$ cat config.mk
export PLATFORM = sky130hd
export DESIGN_NAME = bfib_exec
export DESIGN_NICKNAME = d
export VERILOG_FILES = /design/src/rtl/bfib_pkg.sv /design/src/rtl/bfib_field_insert.sv /design/src/rtl/bfib_branch_target.sv /design/src/rtl/bfib_exec.sv
export VERILOG_INCLUDE_DIRS = /design/src /design/src/rtl
export SDC_FILE = /design/constraint.sdc
export NUM_CORES = 1
export LEC_CHECK = 0
export ABC_AREA = 1
export BUFFER_PORTS_ARGS = -buffer_cell sky130_fd_sc_hd__buf_2
export CAP_MARGIN = 5
export CORE_AREA = 2 2 125 127
export DETAILED_ROUTE_END_ITERATION = 16
export DIE_AREA = 0 0 127 129
export HOLD_SLACK_MARGIN = 0.02
export PLACE_DENSITY_LB_ADDON = 0.05
export SLEW_MARGIN = 15
export SYNTH_ARGS = -nofsm -noshare
export SYNTH_HDL_FRONTEND = slang
export SYNTH_SLANG_ARGS = --single-unit
$ cat constraint.sdc
create_clock -name clock -period 3.2 [get_ports clock]
set_input_delay 0.48 -clock clock [delete_from_list [all_inputs] [get_ports clock]]
set_output_delay 0.48 -clock clock [all_outputs]
set_load 0.05 [all_outputs]
$ cat src/rtl/bfib_defs.svh
`ifndef BFIB_DEFS_SVH
`define BFIB_DEFS_SVH

// ------------------------------------------------------------
// widths
// ------------------------------------------------------------
`define BFIB_IW_W          24
`define BFIB_PC_W          24
`define BFIB_DW_W          16

// ------------------------------------------------------------
// opcode patterns
// ------------------------------------------------------------
`define BFIB_INSF_OPC      12'h0A2
`define BFIB_INSL_OPC      16'h0A40
`define BFIB_W2_HI_ZERO    8'h00
`define BFIB_SWAP_OPC      24'hFE2000
`define BFIB_BRA_OPC       8'h37
`define BFIB_BRC_OPC       8'h31
`define BFIB_BRW_OPC       20'h02060

// ------------------------------------------------------------
// field positions
// ------------------------------------------------------------
`define BFIB_LOW_LSB       0
`define BFIB_HIGH_LSB      4
`define BFIB_WSRC_LSB      8
`define BFIB_LIT_LSB       8
`define BFIB_MODE_LSB      4
`define BFIB_ACTIVE_BIT    10
`define BFIB_SWAPDONE_BIT  11

// ------------------------------------------------------------
// reset values and cycle counts
// ------------------------------------------------------------
`define BFIB_ACTIVE_RST    1'b0
`define BFIB_SWAPDONE_RST  1'b0
`define BFIB_PC_STEP       24'h000002
`define BFIB_CYC_INSERT    3'd2
`define BFIB_CYC_SWAP      3'd2
`define BFIB_CYC_BR_BASIC  3'd2
`define BFIB_CYC_BR_EXT    3'd4

`endif

$ cat src/rtl/bfib_pkg.sv
package bfib_pkg;

   typedef enum logic [2:0] {
      BFIB_OP_NONE  = 3'b000,
      BFIB_OP_INSF  = 3'b001,
      BFIB_OP_INSL  = 3'b010,
      BFIB_OP_SWAP  = 3'b011,
      BFIB_OP_BRA   = 3'b100,
      BFIB_OP_BRW   = 3'b101,
      BFIB_OP_BRC   = 3'b110
   } bfib_op_e;

   typedef enum logic [0:0] {
      BFIB_ST_IDLE = 1'b0,
      BFIB_ST_EXEC = 1'b1
   } bfib_state_e;

endpackage

$ cat src/rtl/bfib_field_insert.sv
`timescale 1ns/1ps
`include "bfib_defs.svh"

module bfib_field_insert
   import bfib_pkg::*;
(
   // field bounds
   input  wire logic [3:0]             lowPos,
   input  wire logic [3:0]             highPos,
   // data
   input  wire logic [`BFIB_DW_W-1:0]  srcData,
   input  wire logic [`BFIB_DW_W-1:0]  dstData,
   output logic      [`BFIB_DW_W-1:0]  mergedData
);

   logic [`BFIB_DW_W-1:0] fieldMask;
   logic [`BFIB_DW_W-1:0] shiftedSrc;

   // ------------------------------------------------------------
   // per-bit mask, lowest field bit at the start position
   // ------------------------------------------------------------
   genvar i;
   generate
      for (i = 0; i < `BFIB_DW_W; i = i + 1) begin : g_mask
         assign fieldMask[i] = (4'(i) >= lowPos) && (4'(i) <= highPos);
      end
   endgenerate

   // source taken from bit 0; bits past the width fall outside the mask
   assign shiftedSrc = srcData << lowPos;
   assign mergedData = (dstData & ~fieldMask) | (shiftedSrc & fieldMask);

endmodule

$ cat src/rtl/bfib_branch_target.sv
`timescale 1ns/1ps
`include "bfib_defs.svh"

module bfib_branch_target
   import bfib_pkg::*;
(
   // operands
   input  wire logic [`BFIB_PC_W-1:0]  pcNow,
   input  wire logic [15:0]            wordOffset,
   // result
   output logic      [`BFIB_PC_W-1:0]  pcTarget
);

   logic [`BFIB_PC_W-1:0] byteOffset;

   // doubled offset, sign-extended 17-bit value
   assign byteOffset = {{(`BFIB_PC_W-17){wordOffset[15]}}, wordOffset, 1'b0};
   assign pcTarget   = pcNow + `BFIB_PC_STEP + byteOffset;

endmodule

$ cat src/rtl/bfib_exec.sv
`timescale 1ns/1ps
`include "bfib_defs.svh"

// How it works
// - file insert: two words, even address.
// - register source field starts at bit zero.
// - only field bits overwritten, nothing shifted.
// - start 0..15, width 1..16 bits.
// - low and high positions from codes.
// - literal insert: literal, mode, register select.
// - literal field starts at literal bit zero.
// - literal destination via register and mode.
// - panel swap acts only when both enabled and the unlock key is ok.
// - swap toggles active panel flag, bit 10.
// - successful swap sets swap done, bit 11.
// - panel swap single word, two cycles.
// - branch target is PC+2 plus twice offset.
// - branch two cycles basic, four extended.
// - computed branch adds doubled register, sign-extended.
// - computed branch encoding, four cycles extended, nop.
// - carry branch taken only when carry set.
// - untaken one cycle, taken adds nop cycles, one basic, three extended.
// - offset is signed words from next address.

module bfib_exec
   import bfib_pkg::*;
(
   // clock and reset
   input  wire logic                    clock,
   input  wire logic                    resetn,
   // instruction issue
   input  wire logic                    instrValid,
   output logic                         instrReady,
   input  wire logic [`BFIB_IW_W-1:0]   instrWord1,
   input  wire logic [`BFIB_IW_W-1:0]   instrWord2,
   input  wire logic [`BFIB_PC_W-1:0]   pcNow,
   output logic                         opHit,
   output logic                         opDone,
   // core state and variant
   input  wire logic                    carryFlag,
   input  wire logic                    extendedCore,
   // operand reads, same cycle as issue
   output logic      [3:0]              workSourceSel,
   input  wire logic [`BFIB_DW_W-1:0]   workSourceData,
   output logic      [3:0]              destRegSel,
   output logic      [2:0]              destRegMode,
   output logic      [`BFIB_DW_W-1:0]   destFileAddr,
   input  wire logic [`BFIB_DW_W-1:0]   destCurData,
   // write back
   output logic                         fileWrEn,
   output logic      [`BFIB_DW_W-1:0]   fileWrAddr,
   output logic                         regWrEn,
   output logic      [3:0]              regWrSel,
   output logic      [2:0]              regWrMode,
   output logic      [`BFIB_DW_W-1:0]   wrData,
   output logic                         statusWrEn,
   // program counter
   output logic                         pcLoad,
   output logic      [`BFIB_PC_W-1:0]   pcTargetOut,
   output logic                         nopToIr,
   // panel swap control
   input  wire logic                    dualBootEn,
   input  wire logic                    swapInstrEn,
   input  wire logic                    memoryUnlockKeyOk,
   input  wire logic                    softSwapClear,
   output logic                         activePanelFlag,
   output logic                         softSwapDoneFlag
);

   // ------------------------------------------------------------
   // declarations
   // ------------------------------------------------------------
   bfib_state_e           state_reg;
   bfib_state_e           state_next;
   bfib_op_e              op_reg;
   bfib_op_e              opDecoded;
   logic [2:0]            cyclesLeft_reg;
   logic [2:0]            opCycles;
   logic                  takeOp;
   logic                  branchTaken;
   logic [15:0]           offsetSel;
   logic [`BFIB_PC_W-1:0] pcTarget;
   logic [`BFIB_DW_W-1:0] insertSrc;
   logic [`BFIB_DW_W-1:0] mergedData;
   logic                  swapPermit;
   logic [3:0]            lowPos;
   logic [3:0]            highPos;
   logic                  fileWrEn_reg;
   logic [`BFIB_DW_W-1:0] fileWrAddr_reg;
   logic                  regWrEn_reg;
   logic [3:0]            regWrSel_reg;
   logic [2:0]            regWrMode_reg;
   logic [`BFIB_DW_W-1:0] wrData_reg;
   logic                  pcLoad_reg;
   logic [`BFIB_PC_W-1:0] pcTarget_reg;
   logic                  activePanel_reg;
   logic                  softSwapDone_reg;

   // ------------------------------------------------------------
   // decode
   // ------------------------------------------------------------
   always_comb begin
      opDecoded = BFIB_OP_NONE;
      if (instrWord1[23:12] == `BFIB_INSF_OPC &&
          instrWord2[23:16] == `BFIB_W2_HI_ZERO) begin
         opDecoded = BFIB_OP_INSF;
      end else if (instrWord1[23:8] == `BFIB_INSL_OPC &&
                   instrWord2[23:16] == `BFIB_W2_HI_ZERO &&
                   instrWord2[7] == 1'b0) begin
         opDecoded = BFIB_OP_INSL;
      end else if (instrWord1 == `BFIB_SWAP_OPC) begin
         opDecoded = BFIB_OP_SWAP;
      end else if (instrWord1[23:16] == `BFIB_BRA_OPC) begin
         opDecoded = BFIB_OP_BRA;
      end else if (instrWord1[23:16] == `BFIB_BRC_OPC) begin
         opDecoded = BFIB_OP_BRC;
      end else if (instrWord1[23:4] == `BFIB_BRW_OPC) begin
         opDecoded = BFIB_OP_BRW;
      end
   end

   assign instrReady = (state_reg == BFIB_ST_IDLE);
   assign opHit      = instrValid && (opDecoded != BFIB_OP_NONE);
   assign takeOp     = instrValid && instrReady && (opDecoded != BFIB_OP_NONE);

   // ------------------------------------------------------------
   // operand fields
   // ------------------------------------------------------------
   assign lowPos        = instrWord1[`BFIB_LOW_LSB +: 4];
   assign highPos       = instrWord1[`BFIB_HIGH_LSB +: 4];
   assign workSourceSel = (opDecoded == BFIB_OP_BRW) ? instrWord1[3:0]
                                                     : instrWord1[`BFIB_WSRC_LSB +: 4];
   assign destRegSel    = instrWord2[3:0];
   assign destRegMode   = instrWord2[`BFIB_MODE_LSB +: 3];
   assign destFileAddr  = {instrWord2[15:1], 1'b0};

   // literal zero-extended, field taken from its lsb
   assign insertSrc = (opDecoded == BFIB_OP_INSL) ?
                      {8'h00, instrWord2[`BFIB_LIT_LSB +: 8]} : workSourceData;

   bfib_field_insert u_insert (
      .lowPos     (lowPos),
      .highPos    (highPos),
      .srcData    (insertSrc),
      .dstData    (destCurData),
      .mergedData (mergedData)
   );

   // ------------------------------------------------------------
   // branch target and condition
   // ------------------------------------------------------------
   assign offsetSel   = (opDecoded == BFIB_OP_BRW) ? workSourceData
                                                   : instrWord1[15:0];
   assign branchTaken = (opDecoded == BFIB_OP_BRA) ||
                        (opDecoded == BFIB_OP_BRW) ||
                        ((opDecoded == BFIB_OP_BRC) && carryFlag);

   bfib_branch_target u_target (
      .pcNow      (pcNow),
      .wordOffset (offsetSel),
      .pcTarget   (pcTarget)
   );

   // ------------------------------------------------------------
   // cycle count per operation
   // ------------------------------------------------------------
   always_comb begin
      case (opDecoded)
         BFIB_OP_INSF,
         BFIB_OP_INSL: opCycles = `BFIB_CYC_INSERT;
         BFIB_OP_SWAP: opCycles = `BFIB_CYC_SWAP;
         BFIB_OP_BRA,
         BFIB_OP_BRW:  opCycles = extendedCore ? `BFIB_CYC_BR_EXT
                                               : `BFIB_CYC_BR_BASIC;
         BFIB_OP_BRC:  opCycles = !carryFlag ? 3'd1 :
                                  (extendedCore ? `BFIB_CYC_BR_EXT
                                                : `BFIB_CYC_BR_BASIC);
         default:      opCycles = 3'd1;
      endcase
   end

   // ------------------------------------------------------------
   // sequencer
   // ------------------------------------------------------------
   always_comb begin
      state_next = state_reg;
      case (state_reg)
         BFIB_ST_IDLE: begin
            if (takeOp && opCycles > 3'd1) begin
               state_next = BFIB_ST_EXEC;
            end
         end
         BFIB_ST_EXEC: begin
            if (cyclesLeft_reg == 3'd1) begin
               state_next = BFIB_ST_IDLE;
            end
         end
         default: state_next = BFIB_ST_IDLE;
      endcase
   end

   always_ff @(posedge clock) begin
      if (!resetn) begin
         state_reg <= BFIB_ST_IDLE;
      end else begin
         state_reg <= state_next;
      end
   end

   always_ff @(posedge clock) begin
      if (!resetn) begin
         cyclesLeft_reg <= 3'd0;
         op_reg         <= BFIB_OP_NONE;
      end else if (takeOp) begin
         cyclesLeft_reg <= opCycles - 3'd1;
         op_reg         <= opDecoded;
      end else if (state_reg == BFIB_ST_EXEC) begin
         cyclesLeft_reg <= cyclesLeft_reg - 3'd1;
      end
   end

   // untaken carry branch finishes in its issue cycle
   assign opDone  = (takeOp && opCycles == 3'd1) ||
                    (state_reg == BFIB_ST_EXEC && cyclesLeft_reg == 3'd1);
   assign nopToIr = (state_reg == BFIB_ST_EXEC) &&
                    (op_reg == BFIB_OP_BRA || op_reg == BFIB_OP_BRW ||
                     op_reg == BFIB_OP_BRC);

   // ------------------------------------------------------------
   // write back, one pulse in the cycle after issue
   // ------------------------------------------------------------
   always_ff @(posedge clock) begin
      if (!resetn) begin
         fileWrEn_reg   <= 1'b0;
         regWrEn_reg    <= 1'b0;
         fileWrAddr_reg <= 16'h0000;
         regWrSel_reg   <= 4'h0;
         regWrMode_reg  <= 3'h0;
         wrData_reg     <= 16'h0000;
      end else begin
         fileWrEn_reg <= takeOp && (opDecoded == BFIB_OP_INSF);
         regWrEn_reg  <= takeOp && (opDecoded == BFIB_OP_INSL);
         if (takeOp) begin
            fileWrAddr_reg <= destFileAddr;
            regWrSel_reg   <= destRegSel;
            regWrMode_reg  <= destRegMode;
            wrData_reg     <= mergedData;
         end
      end
   end

   // ------------------------------------------------------------
   // program counter load
   // ------------------------------------------------------------
   always_ff @(posedge clock) begin
      if (!resetn) begin
         pcLoad_reg   <= 1'b0;
         pcTarget_reg <= 24'h000000;
      end else begin
         pcLoad_reg <= takeOp && branchTaken;
         if (takeOp && branchTaken) begin
            pcTarget_reg <= pcTarget;
         end
      end
   end

   // ------------------------------------------------------------
   // panel swap flags
   // ------------------------------------------------------------
   assign swapPermit = dualBootEn && swapInstrEn && memoryUnlockKeyOk;

   always_ff @(posedge clock) begin
      if (!resetn) begin
         activePanel_reg <= `BFIB_ACTIVE_RST;
      end else if (takeOp && opDecoded == BFIB_OP_SWAP && swapPermit) begin
         activePanel_reg <= !activePanel_reg;
      end
   end

   // set wins over a clear in the same cycle
   always_ff @(posedge clock) begin
      if (!resetn) begin
         softSwapDone_reg <= `BFIB_SWAPDONE_RST;
      end else if (takeOp && opDecoded == BFIB_OP_SWAP && swapPermit) begin
         softSwapDone_reg <= 1'b1;
      end else if (softSwapClear) begin
         softSwapDone_reg <= 1'b0;
      end
   end

   // ------------------------------------------------------------
   // outputs
   // ------------------------------------------------------------
   assign fileWrEn         = fileWrEn_reg;
   assign fileWrAddr       = fileWrAddr_reg;
   assign regWrEn          = regWrEn_reg;
   assign regWrSel         = regWrSel_reg;
   assign regWrMode        = regWrMode_reg;
   assign wrData           = wrData_reg;
   assign statusWrEn       = 1'b0;
   assign pcLoad           = pcLoad_reg;
   assign pcTargetOut      = pcTarget_reg;
   assign activePanelFlag  = activePanel_reg;
   assign softSwapDoneFlag = softSwapDone_reg;

endmodule

# Word-level counts from Yosys, hierarchy flattened
# Cells that the tools add are included.
# word_totals
input_bits	113
word_cells	139
regBits	74
out_inout_bits	100
# op_classes
n_lt_le_gt_ge	33
eq_ne	17
n_reduce_logical	46
n_addsub	4
shifts	1
bitwise_logic	6
mux	19
# ops
cell	count
1-bit logical AND	34
16-bit bitwise AND	2
4-bit greater-or-equal comparator (first input constant)	8
4-bit less-or-equal comparator (first input constant)	8
16-bit two-way mux	2
3-bit two-way mux	10
24-bit by 2-bit adder with 24-bit output (second input constant)	1
24-bit adder	1
24-bit equality test (second input constant)	1
20-bit by 14-bit equality test with 1-bit output (second input constant)	1
3-bit equality test (second input constant)	6
16-bit by 12-bit equality test with 1-bit output (second input constant)	1
8-bit by 6-bit equality test with 1-bit output (second input constant)	2
3-bit by 4-bit greater-or-equal comparator with 1-bit output (first input constant)	4
3-bit by 4-bit less-or-equal comparator with 1-bit output (first input constant)	4
16-bit NOT	1
16-bit OR	1
16-bit by 4-bit left shift with 16-bit output	1
12-bit by 8-bit equality test with 1-bit output (second input constant)	1
3-bit by 1-bit equality test with 1-bit output (second input constant)	3
3-bit case mux with 3 select lines	1
1-bit by 4-bit greater-or-equal comparator with 1-bit output (first input constant)	2
2-bit by 4-bit greater-or-equal comparator with 1-bit output (first input constant)	2
1-bit by 4-bit less-or-equal comparator with 1-bit output (first input constant)	2
15 further kinds	27

# Depth between registers and ports, before layout
# depth
depth_word	14
ltp_mapped	21

# By module
# From an unflattened synthesis, not the netlist that was laid out.
# hier_totals
hier_cells	1098
area_unflattened_um2	6565.0
# modules_own_cells
mod	area_per_inst_um2	instances	cells_each
bfib_exec	3652.3	1	546
bfib_branch_target	1769.2	1	327
bfib_field_insert	1143.6	1	225

# Least setup slack after synthesis
# Ideal clock, no wire load.
# synth_timing
path_type	input-to-reg
from	input port instrWord1[18]
to	register pcTarget_reg[21] (netlist: pcTargetOut[21])
cell_stages	20
arrival_ps	3308
t_required_ps	3068
path_buffers	1
slack_ps	-240
path_cell_list	inv_1 > nand2_1 > nor3_2 > nand3_1 > inv_2 > clkbuf_1 > o21ai_0 > ha_1 > ha_1 > a21oi_1 > o21ai_0 > nand2_1 > nand2_1 > nand3_1 > nand2_1 > nand2_1 > o211ai_1 > or2_2 > nand3_1 > a21oi_1
# synth_via
elab_chain_cells	11
# synth_lines
item	line	source
from (decl)	bfib_exec.sv:34	input wire logic [`BFIB_IW_W-1:0] instrWord1,
20-bit by 14-bit equality test with 1-bit output (no line)	-	
3-bit two-way mux	bfib_exec.sv:117	end else if (instrWord1[23:4] == `BFIB_BRW_OPC) begin
3-bit two-way mux	bfib_exec.sv:115	end else if (instrWord1[23:16] == `BFIB_BRC_OPC) begin
3-bit two-way mux	bfib_exec.sv:113	end else if (instrWord1[23:16] == `BFIB_BRA_OPC) begin
3-bit two-way mux	bfib_exec.sv:111	end else if (instrWord1 == `BFIB_SWAP_OPC) begin
3-bit two-way mux	bfib_exec.sv:107	end else if (instrWord1[23:8] == `BFIB_INSL_OPC &&
3-bit two-way mux (*)	bfib_exec.sv:104	if (instrWord1[23:12] == `BFIB_INSF_OPC &&
branches (longest 4 deep; another with 24-bit adder)	-	
to (signal assigned)	bfib_exec.sv:262	pcTarget_reg <= pcTarget;
to (decl)	bfib_exec.sv:95	logic [`BFIB_PC_W-1:0] pcTarget_reg;
# Every way passes the cells marked *.
# A chain may end at the register's enable or synchronous reset.

# Final worst setup path
# layout_timing
from	input port instrWord1[9]
to	output port opDone
# layout_via
elab_chain_cells	13
# layout_lines
item	line	source
20-bit by 14-bit equality test with 1-bit output (no line)	-	
3-bit two-way mux	bfib_exec.sv:117	
3-bit two-way mux	bfib_exec.sv:115	
3-bit two-way mux	bfib_exec.sv:113	
3-bit two-way mux	bfib_exec.sv:111	
3-bit two-way mux (*)	bfib_exec.sv:107	
3-bit two-way mux (*)	bfib_exec.sv:104	
3-bit by 2-bit equality test with 1-bit output, or another cell as far along	bfib_exec.sv:168	case (opDecoded)
3-bit OR reduction (no line) or 2-bit OR reduction (tied branches)	-	
3-bit case mux with 3 select lines	bfib_exec.sv:168	
3-bit by 1-bit equality test with 1-bit output	bfib_exec.sv:223	assign opDone = (takeOp && opCycles == 3'd1) ||
1-bit logical AND (*)	bfib_exec.sv:223	
1-bit logical OR (*)	bfib_exec.sv:223	
to (decl)	bfib_exec.sv:38	output logic opDone,
# Mark *: on every way between the ends. The rest lies on a longest branch, timed or not.

==> metrics.txt <==
DR DRC count=0; vias=~7k; P&R area growth vs syn=37.3%; setup violators final=0; FF+latch count, synth=just under 70; Pint=2.01 mW; start of the worst register-to-register path=state_reg$_SDFF_PN0_; Worst Hold End=pcTargetOut[0]$_SDFFE_PN0P_; DP Wirelength=around 18 mm; Setup Skew=10.0 ps; Leak=4.17 nW; Port Buffers=about 210; TritonCTS clock tree=built; switching pwr=between 0.9 and 1 mW; CP Data Arrival Time=2550 ps; Max-slew headroom=62.6%; post-synthesis instance total=911; Die W=127 µm; grt ovf=0; Peak VDD IR=255 µV; Max Clk Rate=330 MHz; R2R cell count=7; Final Core Density=54.3%; GPL Wtd Cong=0.974; # diodes=0; Logic pwr share=31.7%; Top FF cell, synth=dfxtp_1; register area share after synthesis=23.0%; Max Root-Sink Buffers=2; DRT iter0 DRCs=498; root buffer cell=clkbuf_16; core box area=15000 µm²; commonest cells after routing, fill and taps aside=nand2_1 (227), buf_2 (208), buf_4 (105); vias in the first global route=6512; final antenna-violating net count=0; HP Class=in2reg; R2R setup slack=1420 ps; Reg-to-Reg End=activePanelFlag$_SDFFE_PN0P_; Filler cells=1599; WL final=21.7 mm; GR Util All Layers=26.3%; largest net degree at the start of global routing=36; Critical Path Source Type=primary input; Std-Cell Rows=45; Die Height=129 µm; # nets final=~1.3k; vias per std cell=5.16; Clk pwr share=39.7%; Post-Place Setup Slack=-477 ps; Worst-Margin Slew=556 ps; boundary pin count=roughly 210; Crit. End Element=output pin; crit-path max FO=3; fin. max-slew vios=0; max reg flops=24; WS Path Type=in2out; Sink Count=68; Initial Util=39.5%; Avg Cell Area, Syn=6.50 µm²; Period Utilization, post-route=94.7%; EDFF count, synth=0; max_cap viols=0; Pwr per Cell Area=364 nW/µm²; status=completed; Final Worst Setup Slack=171 ps; commonest non-fill, non-tap cell in the layout=nand2_1; fraction of layout instances using a drive strength above 1=between 30% and 40%; switching power share of the total=32.2%; Clk Latency, worst-skew pair=350 ps; Sequential Power Share=28.7%; post-synthesis cell type count=48; CTS buffer count=9; Die ar.=between 15000 and 20000 µm²; final hold viol count=0; first-pass GRT wire length=33.3 mm; Ys Warns=0; footprint of the multi-input gates=4050 µm²; initial antenna violation count=0; Storage cell area=1360 µm²; CTS clk-pin slew, worst paths=60 ps; hold path startpoint=pcNow[0]; H-tree depth=3; TritonRoute pass-1 iters=5; Crit path required time=2720 ps; DR WL/cell=15.8 µm; WHS=380 ps; post-synthesis cell area=5920 µm²; hold depth=3; RSZ-0062 raised after global routing=no; CTS Hold Bufs=0; ys async rst share=0%; crit path time final=3030 ps
[cell usage after synthesis (all sizes together), types with 10 or more instances]
library cell / number / area, µm²
nor2: 83 / 412
a21oi: 113 / 577
dfxtp: 68 / 1360
nand2: 239 / 922
clkbuf: 11 / 41.3
inv: 74 / 278
nor3: 10 / 60.1
buf: 48 / 363
ha: 47 / 588
xor2: 12 / 105
nand3: 80 / 433
o21ai: 55 / 279
nand4: 20 / 125
[layout make-up]
type	instances	area share, %
Tap cell	188	2.89
Multi-Input combinational cell	707	49.8
Inverter	79	3.69
Sequential cell	68	16.7
Clock inverter	6	1.40
Timing Repair Buffer	314	22.7
Clock buffer	9	2.77
[worst max-delay path by stage]
stage                                         to  cells after the start      startpoint  slack, ps
floorplan           pcTargetOut[16]$_SDFFE_PN0P_                     20  instrWord1[15]          8
global placement    pcTargetOut[22]$_SDFFE_PN0P_                     20  instrWord1[15]       -470
detailed placement  pcTargetOut[22]$_SDFFE_PN0P_                     20  instrWord1[15]       -480
CTS                 pcTargetOut[21]$_SDFFE_PN0P_                     22  instrWord1[15]         20
global route        pcTargetOut[21]$_SDFFE_PN0P_                     22  instrWord1[16]          3
finish                                    opDone                     16   instrWord1[9]        170
[metal layers]
layer  wire [µm]  share of wire (%)  track usage [%]  up-vias
met5           0                  0                0        -
met2       10000                 46             43.3      260
met3        1340                6.2             4.53       35
met1        9890                 46             35.3     3218
met4         435                2.0             8.02        0
li1            -                  -                -     3559
[through the flow]
step / area (µm²) / total power, mW / setup TNS (ps) / instances
floorplan: 5960 / 1.37 / 0 / 913
global placement: 7610 / 1.75 / -3480 / 1354
detailed placement: 7610 / 1.75 / -4340 / 1354
CTS: 7970 / 2.93 / 0 / 1370
global route: 8130 / 3.10 / 0 / 1371
finish: 8130 / 2.96 / 0 / 1371
[critical path: stages]
cell     delay (ps)
buf_2           120
buf_4           140
inv_1           140
nand3_2         140
nor3_2          230
nand3_1         160
nand3_1         150
nor2_2           70
nand2_4          50
o21ai_0         130
inv_1           120
a21oi_2          70
ha_1            190
nand2_1          80
o32ai_1          90
buf_4           200
[power groups by stage]
| stage | Clock, mW | Sequential (mW) | Combinational (mW) |
|---|---|---|---|
| final | 1.17 | 0.849 | 0.938 |
| after global routing | 1.23 | 0.849 | 1.03 |
| after CTS | 1.19 | 0.849 | 0.891 |
| after detailed placement | 0 | 0.868 | 0.881 |
| after global placement | 0 | 0.868 | 0.886 |
| after floorplan | 0 | 0.873 | 0.497 |
[logic make-up (layout without fill, tap and decap cells)]
logic type	count (synthesis)	after routing	synth area share, %
AOI/OAI and AO/OA	193	193	17.7
xor gates and xnor gates	20	20	2.96
adders and majority gates	48	48	10.3
buffers and inverters	138	408	11.9
DFF	68	68	23.0
other	1	3	0.0633
and+or+nand+nor	443	443	34.2
[repair_timing]
| item | 4_1_cts | 5_1_grt |
|---|---|---|
| setup endpoints to repair | 3 | 16 |
| resized for setup | 2 | 34 |
| endpoints found under the hold margin | 0 | 0 |
| buffers inserted | 1 | 1 |
| pin swaps | 0 | 5 |
No activity file was read; power rests on OpenSTA's default activity.
